==> config.mk <==
export PLATFORM = sky130hd
export DESIGN_NAME = rpsel_top
export DESIGN_NICKNAME = d
export VERILOG_FILES = /design/src/hdl/rpsel_pkg.sv /design/src/hdl/rpsel_store.sv /design/src/hdl/rpsel_top.sv
export VERILOG_INCLUDE_DIRS = /design/src /design/src/hdl
export SDC_FILE = /design/constraint.sdc
export NUM_CORES = 1
export LEC_CHECK = 0
export ABC_AREA = 1
export BUFFER_PORTS_ARGS = -buffer_cell sky130_fd_sc_hd__buf_2
export CORE_MARGIN = 2
export CORE_UTILIZATION = 39
export CTS_BUF_LIST = sky130_fd_sc_hd__clkbuf_16
export DETAILED_ROUTE_END_ITERATION = 10
export RECOVER_POWER = 50
export SETUP_SLACK_MARGIN = 0.15
export SLEW_MARGIN = 40
export SYNTH_ARGS = -nofsm -noshare
export SYNTH_HDL_FRONTEND = slang
export SYNTH_SLANG_ARGS = --single-unit
==> constraint.sdc <==
create_clock -name SYS_CLK -period 2.4 [get_ports SYS_CLK]
set_clock_uncertainty 0.2 [all_clocks]
set_input_delay 0.36 -clock SYS_CLK [delete_from_list [all_inputs] [get_ports SYS_CLK]]
set_output_delay 0.36 -clock SYS_CLK [all_outputs]
set_load 0.05 [all_outputs]
==> src/hdl/rpsel_cfg.svh <==
// Purpose: constants for the remappable output select block
// Assumes: apb byte addresses, 32-bit data, 16-bit registers in the low half
// Notes:   field positions and masks shared by the top and the register store
`ifndef RPSEL_CFG_SVH
`define RPSEL_CFG_SVH

`define RPSEL_OFF_SEL4     12'h000
`define RPSEL_OFF_SEL5     12'h004
`define RPSEL_OFF_STATUS   12'h008
`define RPSEL_HI_LSB       8
`define RPSEL_LO_LSB       0
`define RPSEL_FIELD_W      6
`define RPSEL_REG_MASK     16'h3f3f
`define RPSEL_SEL_RESET    16'h0000
`define RPSEL_NUM_FUNCS    6'h10

`endif

==> src/hdl/rpsel_pkg.sv <==
// Purpose: types for the remappable output select block
// Assumes: four remappable pins, six-bit function codes
// Notes:   constants live in rpsel_cfg.svh
package rpsel_pkg;

  typedef logic [5:0] rpsel_code_type;

  typedef struct packed {
    logic        psel;
    logic        penable;
    logic        pwrite;
    logic [11:0] paddr;
    logic [31:0] pwdata;
  } rpsel_apb_req_type;

  typedef struct packed {
    logic        pready;
    logic        pslverr;
    logic [31:0] prdata;
  } rpsel_apb_rsp_type;

  typedef struct packed {
    logic pin55;
    logic pin54;
    logic pin43;
    logic pin42;
  } rpsel_pins_type;

endpackage

==> src/hdl/rpsel_store.sv <==
// Purpose: holds the two output select registers
// Assumes: one write strobe with a register select, data masked here on write
// Notes:   read data come out of a register, one cycle after the address
`timescale 1ns/1ps
`include "rpsel_cfg.svh"

module rpsel_store (
  input  wire logic        clk,
  input  wire logic        rst_n,
  input  wire logic        wr_en,
  input  wire logic        wr_sel,
  input  wire logic [15:0] wr_data,
  input  wire logic        rd_sel,
  output logic      [15:0] rd_data,
  output logic      [15:0] sel4,
  output logic      [15:0] sel5
);
  logic [15:0] next_sel4;
  logic [15:0] next_sel5;
  logic [15:0] next_rd_data;

  always_comb begin
    next_sel4    = sel4;
    next_sel5    = sel5;
    if (wr_en && !wr_sel) begin
      next_sel4 = wr_data & `RPSEL_REG_MASK;
    end
    if (wr_en && wr_sel) begin
      next_sel5 = wr_data & `RPSEL_REG_MASK;
    end
    next_rd_data = rd_sel ? sel5 : sel4;
  end

  always_ff @(posedge clk) begin
    if (!rst_n) begin
      sel4    <= `RPSEL_SEL_RESET;
      sel5    <= `RPSEL_SEL_RESET;
      rd_data <= 16'h0000;
    end else begin
      sel4    <= next_sel4;
      sel5    <= next_sel5;
      rd_data <= next_rd_data;
    end
  end
endmodule

==> src/hdl/rpsel_top.sv <==
// Purpose: output-side pin selection for four remappable pins, apb slave
// Assumes: synchronous active-low reset, 10 MHz system clock
// Notes:   pin outputs are registered, so routing lags the peripheral by one cycle
//
// The register addresses and the APB slave port were decided locally.
`timescale 1ns/1ps
`include "rpsel_cfg.svh"

// What this block does
// - register four bits 13..8 choose the function driving pin 43.
// - register four bits 5..0 choose the function driving pin 42.
// - register five bits 13..8 choose the function driving pin 55.
// - register five bits 5..0 choose the function driving pin 54.
// - bits 15..14 and 7..6 read zero and ignore writes.
module rpsel_top (
  input  wire logic                     SYS_CLK,
  input  wire logic                     RESET_N,
  input  wire rpsel_pkg::rpsel_apb_req_type APB_REQ,
  output rpsel_pkg::rpsel_apb_rsp_type  APB_RSP,
  input  wire logic [15:0]              PERIPH_OUT,
  input  wire rpsel_pkg::rpsel_pins_type PORT_OUT,
  output rpsel_pkg::rpsel_pins_type     PIN_OUT,
  output rpsel_pkg::rpsel_pins_type     PIN_REMAPPED
);
  import rpsel_pkg::*;

  // two-phase read: the store registers its read data, so reads take one extra cycle
  typedef enum {ST_IDLE, ST_WAIT, ST_DONE} rpsel_state_type;

  rpsel_state_type   state;
  rpsel_state_type   next_state;
  rpsel_apb_rsp_type next_rsp;
  rpsel_pins_type    next_pin_out;
  rpsel_pins_type    next_remapped;
  logic              wr_en;
  logic              wr_sel;
  logic              rd_sel;
  logic              hit_sel;
  logic              hit_status;
  logic [15:0]       rd_data;
  logic [15:0]       sel4;
  logic [15:0]       sel5;

  // function code to peripheral output; code zero and codes beyond the table route the port level
  function automatic logic code_valid(input rpsel_code_type code);
    code_valid = (code != 6'h00) && (code < `RPSEL_NUM_FUNCS);
  endfunction

  function automatic logic route_pin(input rpsel_code_type code, input logic [15:0] periph,
                                     input logic port_level);
    route_pin = code_valid(code) ? periph[code[3:0]] : port_level;
  endfunction

  function automatic rpsel_code_type field_of(input logic [15:0] r, input logic hi);
    field_of = hi ? r[`RPSEL_HI_LSB +: `RPSEL_FIELD_W] : r[`RPSEL_LO_LSB +: `RPSEL_FIELD_W];
  endfunction

  assign hit_sel    = (APB_REQ.paddr == `RPSEL_OFF_SEL4) || (APB_REQ.paddr == `RPSEL_OFF_SEL5);
  assign hit_status = (APB_REQ.paddr == `RPSEL_OFF_STATUS);
  assign rd_sel     = (APB_REQ.paddr == `RPSEL_OFF_SEL5);
  assign wr_sel     = rd_sel;
  // writes land only at the edge where the master sees pready high, i.e. while in done
  assign wr_en      = APB_REQ.psel && APB_REQ.penable && APB_REQ.pwrite && hit_sel
                      && (state == ST_DONE);

  rpsel_store u_store (
    .clk     (SYS_CLK),
    .rst_n   (RESET_N),
    .wr_en   (wr_en),
    .wr_sel  (wr_sel),
    .wr_data (APB_REQ.pwdata[15:0]),
    .rd_sel  (rd_sel),
    .rd_data (rd_data),
    .sel4    (sel4),
    .sel5    (sel5)
  );

  always_comb begin
    next_state      = state;
    next_rsp        = APB_RSP;
    next_rsp.pready = 1'b0;
    case (state)
      ST_IDLE: begin
        if (APB_REQ.psel && !APB_REQ.penable) begin
          next_state = ST_WAIT;
        end
      end
      ST_WAIT: begin
        next_state       = ST_DONE;
        next_rsp.pready  = 1'b1;
        next_rsp.pslverr = !(hit_sel || hit_status);
        next_rsp.prdata  = 32'h0000_0000;
        if (!APB_REQ.pwrite && hit_sel) begin
          next_rsp.prdata = {16'h0000, rd_data & `RPSEL_REG_MASK};
        end else if (!APB_REQ.pwrite && hit_status) begin
          next_rsp.prdata = {28'h0000000, PIN_REMAPPED};
        end
      end
      ST_DONE: begin
        next_state = ST_IDLE;
      end
      default: begin
        next_state = ST_IDLE;
      end
    endcase
  end

  // next pin levels and remapped flags, decoded from the stored select fields
  always_comb begin
    next_remapped.pin43 = code_valid(field_of(sel4, 1'b1));
    next_remapped.pin42 = code_valid(field_of(sel4, 1'b0));
    next_remapped.pin55 = code_valid(field_of(sel5, 1'b1));
    next_remapped.pin54 = code_valid(field_of(sel5, 1'b0));
    next_pin_out.pin43  = route_pin(field_of(sel4, 1'b1), PERIPH_OUT, PORT_OUT.pin43);
    next_pin_out.pin42  = route_pin(field_of(sel4, 1'b0), PERIPH_OUT, PORT_OUT.pin42);
    next_pin_out.pin55  = route_pin(field_of(sel5, 1'b1), PERIPH_OUT, PORT_OUT.pin55);
    next_pin_out.pin54  = route_pin(field_of(sel5, 1'b0), PERIPH_OUT, PORT_OUT.pin54);
  end

  always_ff @(posedge SYS_CLK) begin
    if (!RESET_N) begin
      state        <= ST_IDLE;
      APB_RSP      <= '0;
      PIN_OUT      <= '0;
      PIN_REMAPPED <= '0;
    end else begin
      state        <= next_state;
      APB_RSP      <= next_rsp;
      PIN_OUT      <= next_pin_out;
      PIN_REMAPPED <= next_remapped;
    end
  end

  a_unimpl_zero: assert property (@(posedge SYS_CLK) disable iff (!RESET_N)
    APB_RSP.pready |-> (APB_RSP.prdata[15:14] == 2'b00) && (APB_RSP.prdata[7:6] == 2'b00))
    else $error("unimplemented bits read nonzero");

  a_store_masked: assert property (@(posedge SYS_CLK) disable iff (!RESET_N)
    ((sel4 & ~`RPSEL_REG_MASK) == 16'h0000) && ((sel5 & ~`RPSEL_REG_MASK) == 16'h0000))
    else $error("unimplemented bits stored");

  a_pin43_route: assert property (@(posedge SYS_CLK) disable iff (!RESET_N)
    ##1 PIN_OUT.pin43 == route_pin($past(sel4[13:8]), $past(PERIPH_OUT), $past(PORT_OUT.pin43)))
    else $error("pin 43 misrouted");

  a_pin42_route: assert property (@(posedge SYS_CLK) disable iff (!RESET_N)
    ##1 PIN_OUT.pin42 == route_pin($past(sel4[5:0]), $past(PERIPH_OUT), $past(PORT_OUT.pin42)))
    else $error("pin 42 misrouted");

  a_pin55_route: assert property (@(posedge SYS_CLK) disable iff (!RESET_N)
    ##1 PIN_OUT.pin55 == route_pin($past(sel5[13:8]), $past(PERIPH_OUT), $past(PORT_OUT.pin55)))
    else $error("pin 55 misrouted");

  a_pin54_route: assert property (@(posedge SYS_CLK) disable iff (!RESET_N)
    ##1 PIN_OUT.pin54 == route_pin($past(sel5[5:0]), $past(PERIPH_OUT), $past(PORT_OUT.pin54)))
    else $error("pin 54 misrouted");

  a_zero_code_port: assert property (@(posedge SYS_CLK) disable iff (!RESET_N)
    (sel4[5:0] == 6'h00) |=> (PIN_OUT.pin42 == $past(PORT_OUT.pin42)) && !PIN_REMAPPED.pin42)
    else $error("zero code did not release pin 42");

  a_write_lands: assert property (@(posedge SYS_CLK) disable iff (!RESET_N)
    (wr_en && !wr_sel) |=> sel4 == ($past(APB_REQ.pwdata[15:0]) & `RPSEL_REG_MASK))
    else $error("register four write lost");

  a_ready_pulse: assert property (@(posedge SYS_CLK) disable iff (!RESET_N)
    APB_RSP.pready |=> !APB_RSP.pready)
    else $error("pready held more than one cycle");
endmodule

; Yosys cells after proc, flatten, opt, wreduce, memory -nomap -nowiden
; Index checks and enable logic that the tools add are counted.
[op_classes]
magnitude_cmp = 8
eq_ne = 5
n_mux = 18
n_reduce_logical = 25
[ops]
columns = operator, count
row1 = $pmux 32 s2, 1
row2 = $mux 34, 1
row3 = $eq 32x1->1 const B, 1
row4 = $eq 32x3->1 const B, 1
row5 = $logic_not 32->1, 1
row6 = $mux 32, 1
row7 = $mux 14, 2
row8 = $lt 6x5->1 const B, 4
row9 = $reduce_bool 6->1, 4
row10 = $lt 4x5->1 const B, 4
row11 = $bmux 1 s4, 4
row12 = $logic_and 1x1->1, 13
row13 = $eq 12x3->1 const B, 1
row14 = $eq 12x4->1 const B, 1
row15 = $logic_not 12->1, 1
row16 = $mux 1, 8
row17 = $logic_not 1->1, 4
row18 = $mux 4, 1
row19 = $logic_or 1x1->1, 2
row20 = $ne 2x2->1 const B, 1
[word_totals]
regBits = 112
inputBits = 69
out_inout_bits = 42
wordCells = 71

; Depth between registers and ports, before layout
; Gate-level depths: netlist of run 1.
[depth]
depth_word = 5
ltp_mapped = 9
mapped_depth_nobuf = 8

; Cells and area by module
; From an unflattened synthesis of run 1, not the netlist that was laid out.
[unflattened]
cells_unflattened = 527
hier_area_um2 = 3335.7
[by_module_without_submodules]
columns = mod, n_inst, cells_per_inst, area_each_um2, seq_area_each_um2
row1 = rpsel_top, 1, 328, 1879.3, 480.5
row2 = rpsel_store, 1, 199, 1456.4, 720.7

; Worst setup path after synthesis of run 1
; No wires, ideal clock.
[synth_path]
path_kind = input port to flip-flop
from = input APB_REQ[33] in the netlist's numbering
to = register u_store.sel4[1]
setup_time_ps = 113
t_arrival_ps = 1301
t_required_ps = 2087
slack_ps = 786
cell_stages = 8
n_path_buf = 1
cell_sequence = or2_4 > nor2_4 > nand2_4 > nor2_8 > inv_2 > buf_6 > nor2_2 > nor2_1
[synth_via]
elab_chain_len = 5
word_cells_on_any_way = 7
cone_classes = eq/ne: 1 / reduce/logical: 6
[synth_rtl]
columns = element, line_no
row1 = start: declaration, rpsel_top.sv:18  ; input wire rpsel_pkg::rpsel_apb_req_type APB_REQ,
row2 = $eq 12x3->1 (no source line) or $logic_not 12->1 (tied branches), n/a
row3 = $logic_or 1x1->1, rpsel_top.sv:58  ; assign hit_sel = (APB_REQ.paddr == `RPSEL_OFF_SEL4) || (APB_REQ.paddr == `RPSEL_OFF_SEL5);
row4 = $logic_and 1x1->1, rpsel_top.sv:63  ; assign wr_en = APB_REQ.psel && APB_REQ.penable && APB_REQ.pwrite && hit_sel
row5 = $logic_and 1x1->1, rpsel_top.sv:64  ; && (state == ST_DONE);
row6 = $logic_and 1x1->1 *, rpsel_store.sv:25  ; if (wr_en && !wr_sel) begin
row7 = end signal: assignment, rpsel_store.sv:36  ; sel4 <= `RPSEL_SEL_RESET;
row8 = end signal: assignment, rpsel_store.sv:40  ; sel4 <= next_sel4;
row9 = end: declaration, rpsel_store.sv:15  ; output logic [15:0] sel4,
; Every way passes the cells marked *; elsewhere a longest branch is shown, timed or not.
; A chain may end at the register's enable or synchronous reset.

; Final worst setup path of run 1
[layout_path]
from = register u_store.sel5[0]
to = register PIN_OUT[2] in the netlist's numbering
[layout_via]
elab_chain_len = 3
word_cells_on_any_way = 6
cone_classes = order compare: 1 / mux: 3 / reduce/logical: 2
[layout_rtl]
columns = element, line_no
row1 = start: declaration, rpsel_store.sv:16  ; output logic [15:0] sel5
row2 = start signal: assignment, rpsel_store.sv:37  ; sel5 <= `RPSEL_SEL_RESET;
row3 = start signal: assignment, rpsel_store.sv:41  ; sel5 <= next_sel5;
row4 = $lt 6x5->1 (no source line) (tied with other cells), n/a
row5 = $logic_and 1x1->1 or $mux 1 (tied branches), "rpsel_top.sv:46, rpsel_top.sv:51"
row6 = $mux 1 *, rpsel_top.sv:51  ; route_pin = code_valid(code) ? periph[code[3:0]] : port_level;
row7 = end signal: assignment, rpsel_top.sv:129  ; PIN_OUT <= next_pin_out;
row8 = end: declaration, rpsel_top.sv:22  ; output rpsel_pkg::rpsel_pins_type PIN_OUT,
; Every way passes the cells marked *; elsewhere a longest branch is shown, timed or not. The select of a mux whose other input is x is not followed.

==> results of run 1 <==
## final timing paths
path | end | start | depth (start not counted) | slack, ns
setup / recovery | PIN_OUT[2] | u_store.sel5[0] | 5 | 0.41
hold / removal | state[0] | APB_REQ[45] | 2 | 0.03
setup reg to reg | PIN_OUT[2] | u_store.sel5[0] | 5 | 0.41
hold reg to reg | APB_RSP[4] | u_store.rd_data[4] | 2 | 0.24
## worst max-delay path: cells and delay by family, from the launching register on
| kind | cells | cell delay [ns] |
|---|---|---|
| AO/OA/AOI/OAI | 1 | 0.45 |
| AND/OR/NAND/NOR | 3 | 0.34 |
| buffers and inverters | 1 | 0.35 |
| flip-flops | 1 | 0.53 |
## layout make-up
class / count / area share (%)
tap: 105 / 3.398
inverter: 53 / 5.146
clock buffer: 9 / 5.825
multi-input combinational: 379 / 43.59
sequential: 60 / 31.07
timing repair buffer: 78 / 9.773
clock inverter: 5 / 1.197
## metrics by stage
step                util (%)  hold WS [ns]  area (sq um)  setup WS (ns)  instances
finish                 47.29       0.03238          3866         0.4101        689
floorplan                  -        0.2184          3337         0.7859        531
CTS                    47.69       0.01633          3899         0.4531        689
detailed placement     44.37        0.2371          3627         0.4310        675
global route           47.29       0.02564          3866         0.2461        689
global placement       44.37        0.2274          3627         0.4443        675
## where the power goes
group	switching (W)	total (W)	internal (W)
Sequential	0.00000648	0.00102	0.00101
Combinational	0.000216	0.000282	0.0000660
Clock	0.000398	0.00117	0.000776
## layer usage
layer  wire [um]  vias to the layer above
li1            -                     1701
met1        4045                     1428
met2        3983                       97
met3         567                        6
met4          86                        0
met5           0                        -
## placed cells by master (no fill, tap or decap), drive strengths merged
cell / instances
inv: 50
nor3: 1
buf: 54
clkinv: 7
o21ai: 36
nand3: 47
dfxtp: 60
nor4: 1
or2: 1
nor2: 100
nand2: 140
clkbuf: 33
nand4: 8
conb: 20
bufinv: 1
a21oi: 21
a31oi: 4
## cell families (layout without fill, tap and decap cells)
group / Yosys count / after routing / synth area share (%)
AND/OR/NAND/NOR: 298 / 298 / 39.81
buffers and inverters: 92 / 145 / 13.79
AO/OA/AOI/OAI: 61 / 61 / 9.502
flip-flops: 60 / 60 / 36.78
other: 1 / 20 / 0.1148
## state kept, by name, summed over array words and instances, names as in the netlist
register	cells
u_store.sel4	12
APB_RSP	14
u_store.rd_data	12
state	2
PIN_OUT	4
PIN_REMAPPED	4
u_store.sel5	12
==> reports/results.ini, run 1 <==
[status]
status=finished clean

[finish]
design.final.nets=650
final_layout_size_suffix_gt1_share_pct=14.55
synthToLayoutAreaGrowth_pct=18.39
antenna-diode-count=0
number_of_filler_instances_in_the_final_layout=907
regArea_sq_um=1201
multiInputGateArea_sq_um=1685

[yosys]
synth_seq_area_share_pct=36.78
synth_flop_cell=sky130_fd_sc_hd__dfxtp_1
synth.lib_cells_used.distinct=26
synth-edff-count=0
yosysMostFrequentCell=sky130_fd_sc_hd__nand2_1
netlist_area_sq_um=3266
synth_area_leaders=sky130_fd_sc_hd__dfxtp_1 (37%), sky130_fd_sc_hd__nand2_1 (16%), sky130_fd_sc_hd__nor2_1 (9.8%)
yosys.area.top_type=sky130_fd_sc_hd__dfxtp_1
ys_ff_latch=60
async_flop_share_pct=0
syn_area_cell_sq_um=6.378
yosys-top-cells-count=sky130_fd_sc_hd__nand2_1 (139), sky130_fd_sc_hd__nor2_1 (85), sky130_fd_sc_hd__dfxtp_1 (60), sky130_fd_sc_hd__inv_1 (48), sky130_fd_sc_hd__nand3_1 (47)
postSynthCellCount=512
ys_warn_count=0
synth_top_area_share_pct=36.78

[pwr]
design_power_total_w=0.002476
total_leakage_power_nw=1.894
peakVddDrop_mv=0.3996
power.density_cell_area_nw_per_um2=640.5

[placement]
finalWeightedCongestion=0.8493
count_of_input_and_output_buffers=70
dp_hpwl_um=6490

[global_routing]
grtUsageMet3_pct=4.269
grt_pass1_wl_um=14060
grt_max_degree=26
groute.layer.met1.usage_pct=27.41
globalRoute.busiestLayer=met2
number_of_global_route_vias_before_repair=2891
grt_use_met2_pct=32.57
grtUsageTotal_pct=20.39
number_of_antenna_violations_at_the_first_check_in_global_routing=0
overflow=0

[setup_path]
crit_path_max_incr_delay_ns=0.53
start_kind=flop
worstSetupEndpointType=flop
crit_path_frequent_cell=sky130_fd_sc_hd__nor2_1
crit_path_cell_trace=clkinv_1, a31oi_1, nand3_1, nor2_1, nor2_1
required_time_at_the_worst_slack_endpoint_ns=2.41
worstPathArrival_ns=2.00
worstPathMaxFanout=10
critical_path.slowest_cell=sky130_fd_sc_hd__dfxtp_1
critical_path_class=reg -> reg

[timing]
drv_slew=0
fin_crit_sh_pct=82.91
relSlewSlack_pct=33.31
max_slew.worst_pin.slew_ns=1.000
highest_attainable_clock_frequency_mhz=502.5
finalHoldViolations=0
final-setup-viol-count=0
setup_total_negative_slack_ns=0
fin_crit_ns=1.990
grt_setup_unrepaired=no

[clocking]
hold_buffers=0
clock_latency_late_sink_ns=0.32
cts.htree.levels=3
ctsResizeCount=0
cts.sink_count=60
clk_pin_slew_ns=0.05
cts.path.max_buffers=2
clk_root_buffer_cell=sky130_fd_sc_hd__clkbuf_16
cts_made_buffers=9
cts.repair_timing.setup_buffer_count=0
tritoncts=built

[floorplanning]
core_sq_um=8175
ioPinCount=111
floorplan.rows=33
die_footprint_sq_um=9121
floorplan.initialDensity_pct=39.94
die_height_um=95.51
die_width_um=95.51

[drt]
drc=0
drt_first_pass_iters=5
drt-total-wl_um=8683
detailedRoute.firstIterationViolations=260
drt-wirelength-per-cell_um=12.60
routed_via_density=4.691
ant_nets=0
vias=3232

[worst_hold_path]
worst_min_path_class=in -> reg

[run]
timing.max_cap.violations=0

(Power assumes the default switching activity.)
==> run 2, diff against run 1 <==
--- a/config.mk
+++ b/config.mk
@@ -12,6 +12,7 @@
 export CORE_UTILIZATION = 39
 export CTS_BUF_LIST = sky130_fd_sc_hd__clkbuf_16
 export DETAILED_ROUTE_END_ITERATION = 10
+export PLACE_DENSITY = 0.67
 export RECOVER_POWER = 50
 export SETUP_SLACK_MARGIN = 0.15
 export SLEW_MARGIN = 40
==> constraint.sdc (replaced) <==
create_clock -name SYS_CLK -period 1.8 [get_ports SYS_CLK]
set_clock_uncertainty 0.2 [all_clocks]
set_input_delay 0.27 -clock SYS_CLK [delete_from_list [all_inputs] [get_ports SYS_CLK]]
set_output_delay 0.27 -clock SYS_CLK [all_outputs]
set_load 0.05 [all_outputs]
==> run 2 against run 1 <==
Effect of this change: register-to-register slack lost 0.20 ns; sequential share of layout area shrank 2.3 points; final cell count increased by 4.1%; non-clock buffer count increased by 26; first-iteration DRC count fell by 5.4%; sequential cell count stayed put; clock power up 66%; hold slack got worse by 0.010 ns; clock-buffer cell count unchanged; die area did not move; worst setup slack worse by 0.24 ns.
==> reports/results.ini, run 2 (synthesized netlist as in run 1, its figures left out) <==
[status]
status=finished clean

[pwr]
total_leakage_power_nw=2.054  ; +8.5%
power.share.switching_pct=24.33  ; -0.73 points
switchingPower_w=0.0009018  ; +45%
power_frac_clock_pct=52.4  ; +5.0 points
power.density_cell_area_nw_per_um2=886.2  ; +38%
peakVddDrop_mv=0.7522  ; +88%
power.combinational.fraction_pct=10.9  ; -0.5 points
seq_power_share_pct=36.7  ; -4.5 points
cellInternalPower_w=0.002804  ; +51%

[clocking]
cts.htree.levels=3  ; unchanged
cts.path.max_buffers=2  ; unchanged
cts_made_buffers=9  ; unchanged
cts.sink_count=60  ; unchanged
clk_root_buffer_cell=sky130_fd_sc_hd__clkbuf_16
clock_latency_late_sink_ns=0.33  ; about the same
tritoncts=built
clk_pin_slew_ns=0.05  ; about the same

[setup_path]
worst-r2r-cell-count=5  ; unchanged
cp_top_family=buffers and inverters
required_time_at_the_worst_slack_endpoint_ns=1.33  ; -1.08 ns
start_kind=flop
worstPathArrival_ns=1.16  ; -0.84 ns
worstSetupEndpointType=output port
crit_path_cell_trace=clkbuf_1
crit_buf_inv=1  ; unchanged
r2r_slack_ns=0.21  ; -0.20 ns
critical_path.slowest_cell=sky130_fd_sc_hd__clkbuf_1
worstPathMaxFanout=2  ; -8
crit_path_max_incr_delay_ns=0.48  ; -0.05 ns
crit-reg2reg-capture=PIN_OUT[0]
rr_startpoint=u_store.sel4[0]
critical_path_class=reg -> out

[placement]
post-place-ws_ns=0.01548  ; -0.4156 ns
dp_hpwl_um=6775  ; +4.4%
count_of_input_and_output_buffers=70  ; unchanged
numPlacedInstances=688  ; +1.9%
finalWeightedCongestion=0.9675  ; +14%

[floorplanning]
die_height_um=95.51  ; unchanged
floorplan.initialDensity_pct=39.94  ; unchanged
die_footprint_sq_um=9121  ; unchanged
floorplan.rows=33  ; unchanged
die_width_um=95.51  ; unchanged
core_sq_um=8175  ; unchanged
ioPinCount=111  ; unchanged

[worst_hold_path]
holdPathEnd=u_store.sel4[3]
worst_min_path_class=in -> reg
hold_path_depth=3  ; +1
timing.hold.worst.start=APB_REQ[3]

[finish]
final_cell_mix=sky130_fd_sc_hd__nand2_1 (138), sky130_fd_sc_hd__nor2_1 (85), sky130_fd_sc_hd__dfxtp_1 (60), sky130_fd_sc_hd__inv_1 (48), sky130_fd_sc_hd__buf_2 (48)
regMostFlops=APB_RSP
final_layout_size_suffix_gt1_share_pct=17.16  ; +2.6 points
number_of_filler_instances_in_the_final_layout=859  ; -5.3%
design.final.nets=676  ; +4.0%
synthToLayoutAreaGrowth_pct=28.05
fin_cells=717  ; +4.1%
final_common_cell=sky130_fd_sc_hd__nand2_1
largest_register_ffs=14  ; unchanged
antenna-diode-count=0  ; unchanged

[global_routing]
groute.layer.met1.usage_pct=25.50  ; -1.9 points
grt_max_degree=25  ; -3.8%
grtUsageTotal_pct=20.81  ; +0.42 points
grt_pass1_wl_um=14410  ; +2.5%
overflow=0  ; unchanged
grtUsageMet3_pct=5.138  ; +0.87 points
grt_use_met2_pct=35.80  ; +3.2 points
number_of_global_route_vias_before_repair=3061  ; +5.9%
globalRoute.busiestLayer=met2
number_of_antenna_violations_at_the_first_check_in_global_routing=0  ; unchanged

[timing]
relSlewSlack_pct=59.29  ; +26 points
grt_setup_unrepaired=no
layout_setup_ws_ns=0.1732  ; -0.2369 ns
drv_slew=0  ; unchanged
finalHoldViolations=0  ; unchanged
final-setup-viol-count=0  ; unchanged
fin_crit_ns=1.627
highest_attainable_clock_frequency_mhz=614.7
max_slew.worst_pin.slew_ns=0.6133  ; -0.3870 ns
setup_total_negative_slack_ns=0  ; unchanged
fin_crit_sh_pct=90.38

[drt]
drt-wirelength-per-cell_um=12.57  ; -0.23%
routed_via_density=4.711  ; +0.44%
drt-total-wl_um=9015  ; +3.8%
drt_first_pass_iters=4  ; -1
vias=3378  ; +4.5%
ant_nets=0  ; unchanged
drc=0  ; unchanged
detailedRoute.firstIterationViolations=246  ; -5.4%

[run]
timing.max_cap.violations=0  ; unchanged

[run 2: how the worst max path moves through the flow]
stage | startpoint | slack, ns | depth (start not counted) | end
2_1_floorplan | APB_REQ[33] | 0.28 | 8 | u_store.sel4[1]
3_3_place_gp | APB_REQ[41] | 0.05 | 9 | u_store.sel4[9]
3_5_place_dp | APB_REQ[37] | 0.02 | 9 | u_store.sel4[5]
4_1_cts | u_store.sel4[0] | 0.18 | 5 | PIN_OUT[0]
5_1_grt | u_store.sel4[0] | 0.08 | 5 | PIN_OUT[0]
6_report | APB_RSP[8] | 0.17 | 1 | APB_RSP[8]
[run 2: metrics by stage]
stage          util (%)  power [W]  hold slack [ns]  cell area [sq um]
6_report          51.15   0.003706          0.02242               4182
5_1_grt           51.15   0.003851          0.02135               4182
4_1_cts           51.47   0.003747          0.01582               4208
3_5_place_dp      45.71   0.001771           0.2355               3737
3_3_place_gp      45.71   0.001767           0.2282               3737
2_1_floorplan         -   0.001688           0.1462               3337
[run 2: power by group through the flow]
stage	combinational, W	sequential, W	clock [W]
floorplan	0.000237	0.00145	0
global placement	0.000382	0.00139	0
detailed placement	0.000385	0.00139	0
CTS	0.000407	0.00136	0.00198
global route	0.000437	0.00136	0.00206
finish	0.000404	0.00136	0.00194
[run 2: final cells by class]
cell class / instances / area, sq um / area share, %
Multi-Input combinational cell: 379 / 1699 / 40.63
Sequential cell: 60 / 1201 / 28.73
Timing Repair Buffer: 104 / 610.6 / 14.60
Clock buffer: 9 / 225.2 / 5.386
Inverter: 53 / 198.9 / 4.758
Tap cell: 105 / 131.4 / 3.142
Clock inverter: 7 / 115.1 / 2.753
[run 2: worst reg2reg max path: cells and delay by family, from the launching register on]
| family | cells | cell delay [ns] |
|---|---|---|
| flops | 1 | 0.33 |
| simple gates | 3 | 0.32 |
| buf+inv | 1 | 0.25 |
| compound gates | 1 | 0.39 |
[run 2: per-layer routing]
| layer | part of all wire (%) | wire length [um] |
|---|---|---|
| met3 | 5.9 | 536 |
| met2 | 47 | 4275 |
| met4 | 1.4 | 130 |
| met5 | 0 | 0 |
| met1 | 45 | 4073 |
[run 2: timing repair]
item,4_1_cts,5_1_grt
endpoints found under the hold margin,16,0
endpoints found under the setup margin,0,15
setup buffers,0,0
hold buffers,13,0
gates resized for setup,0,6
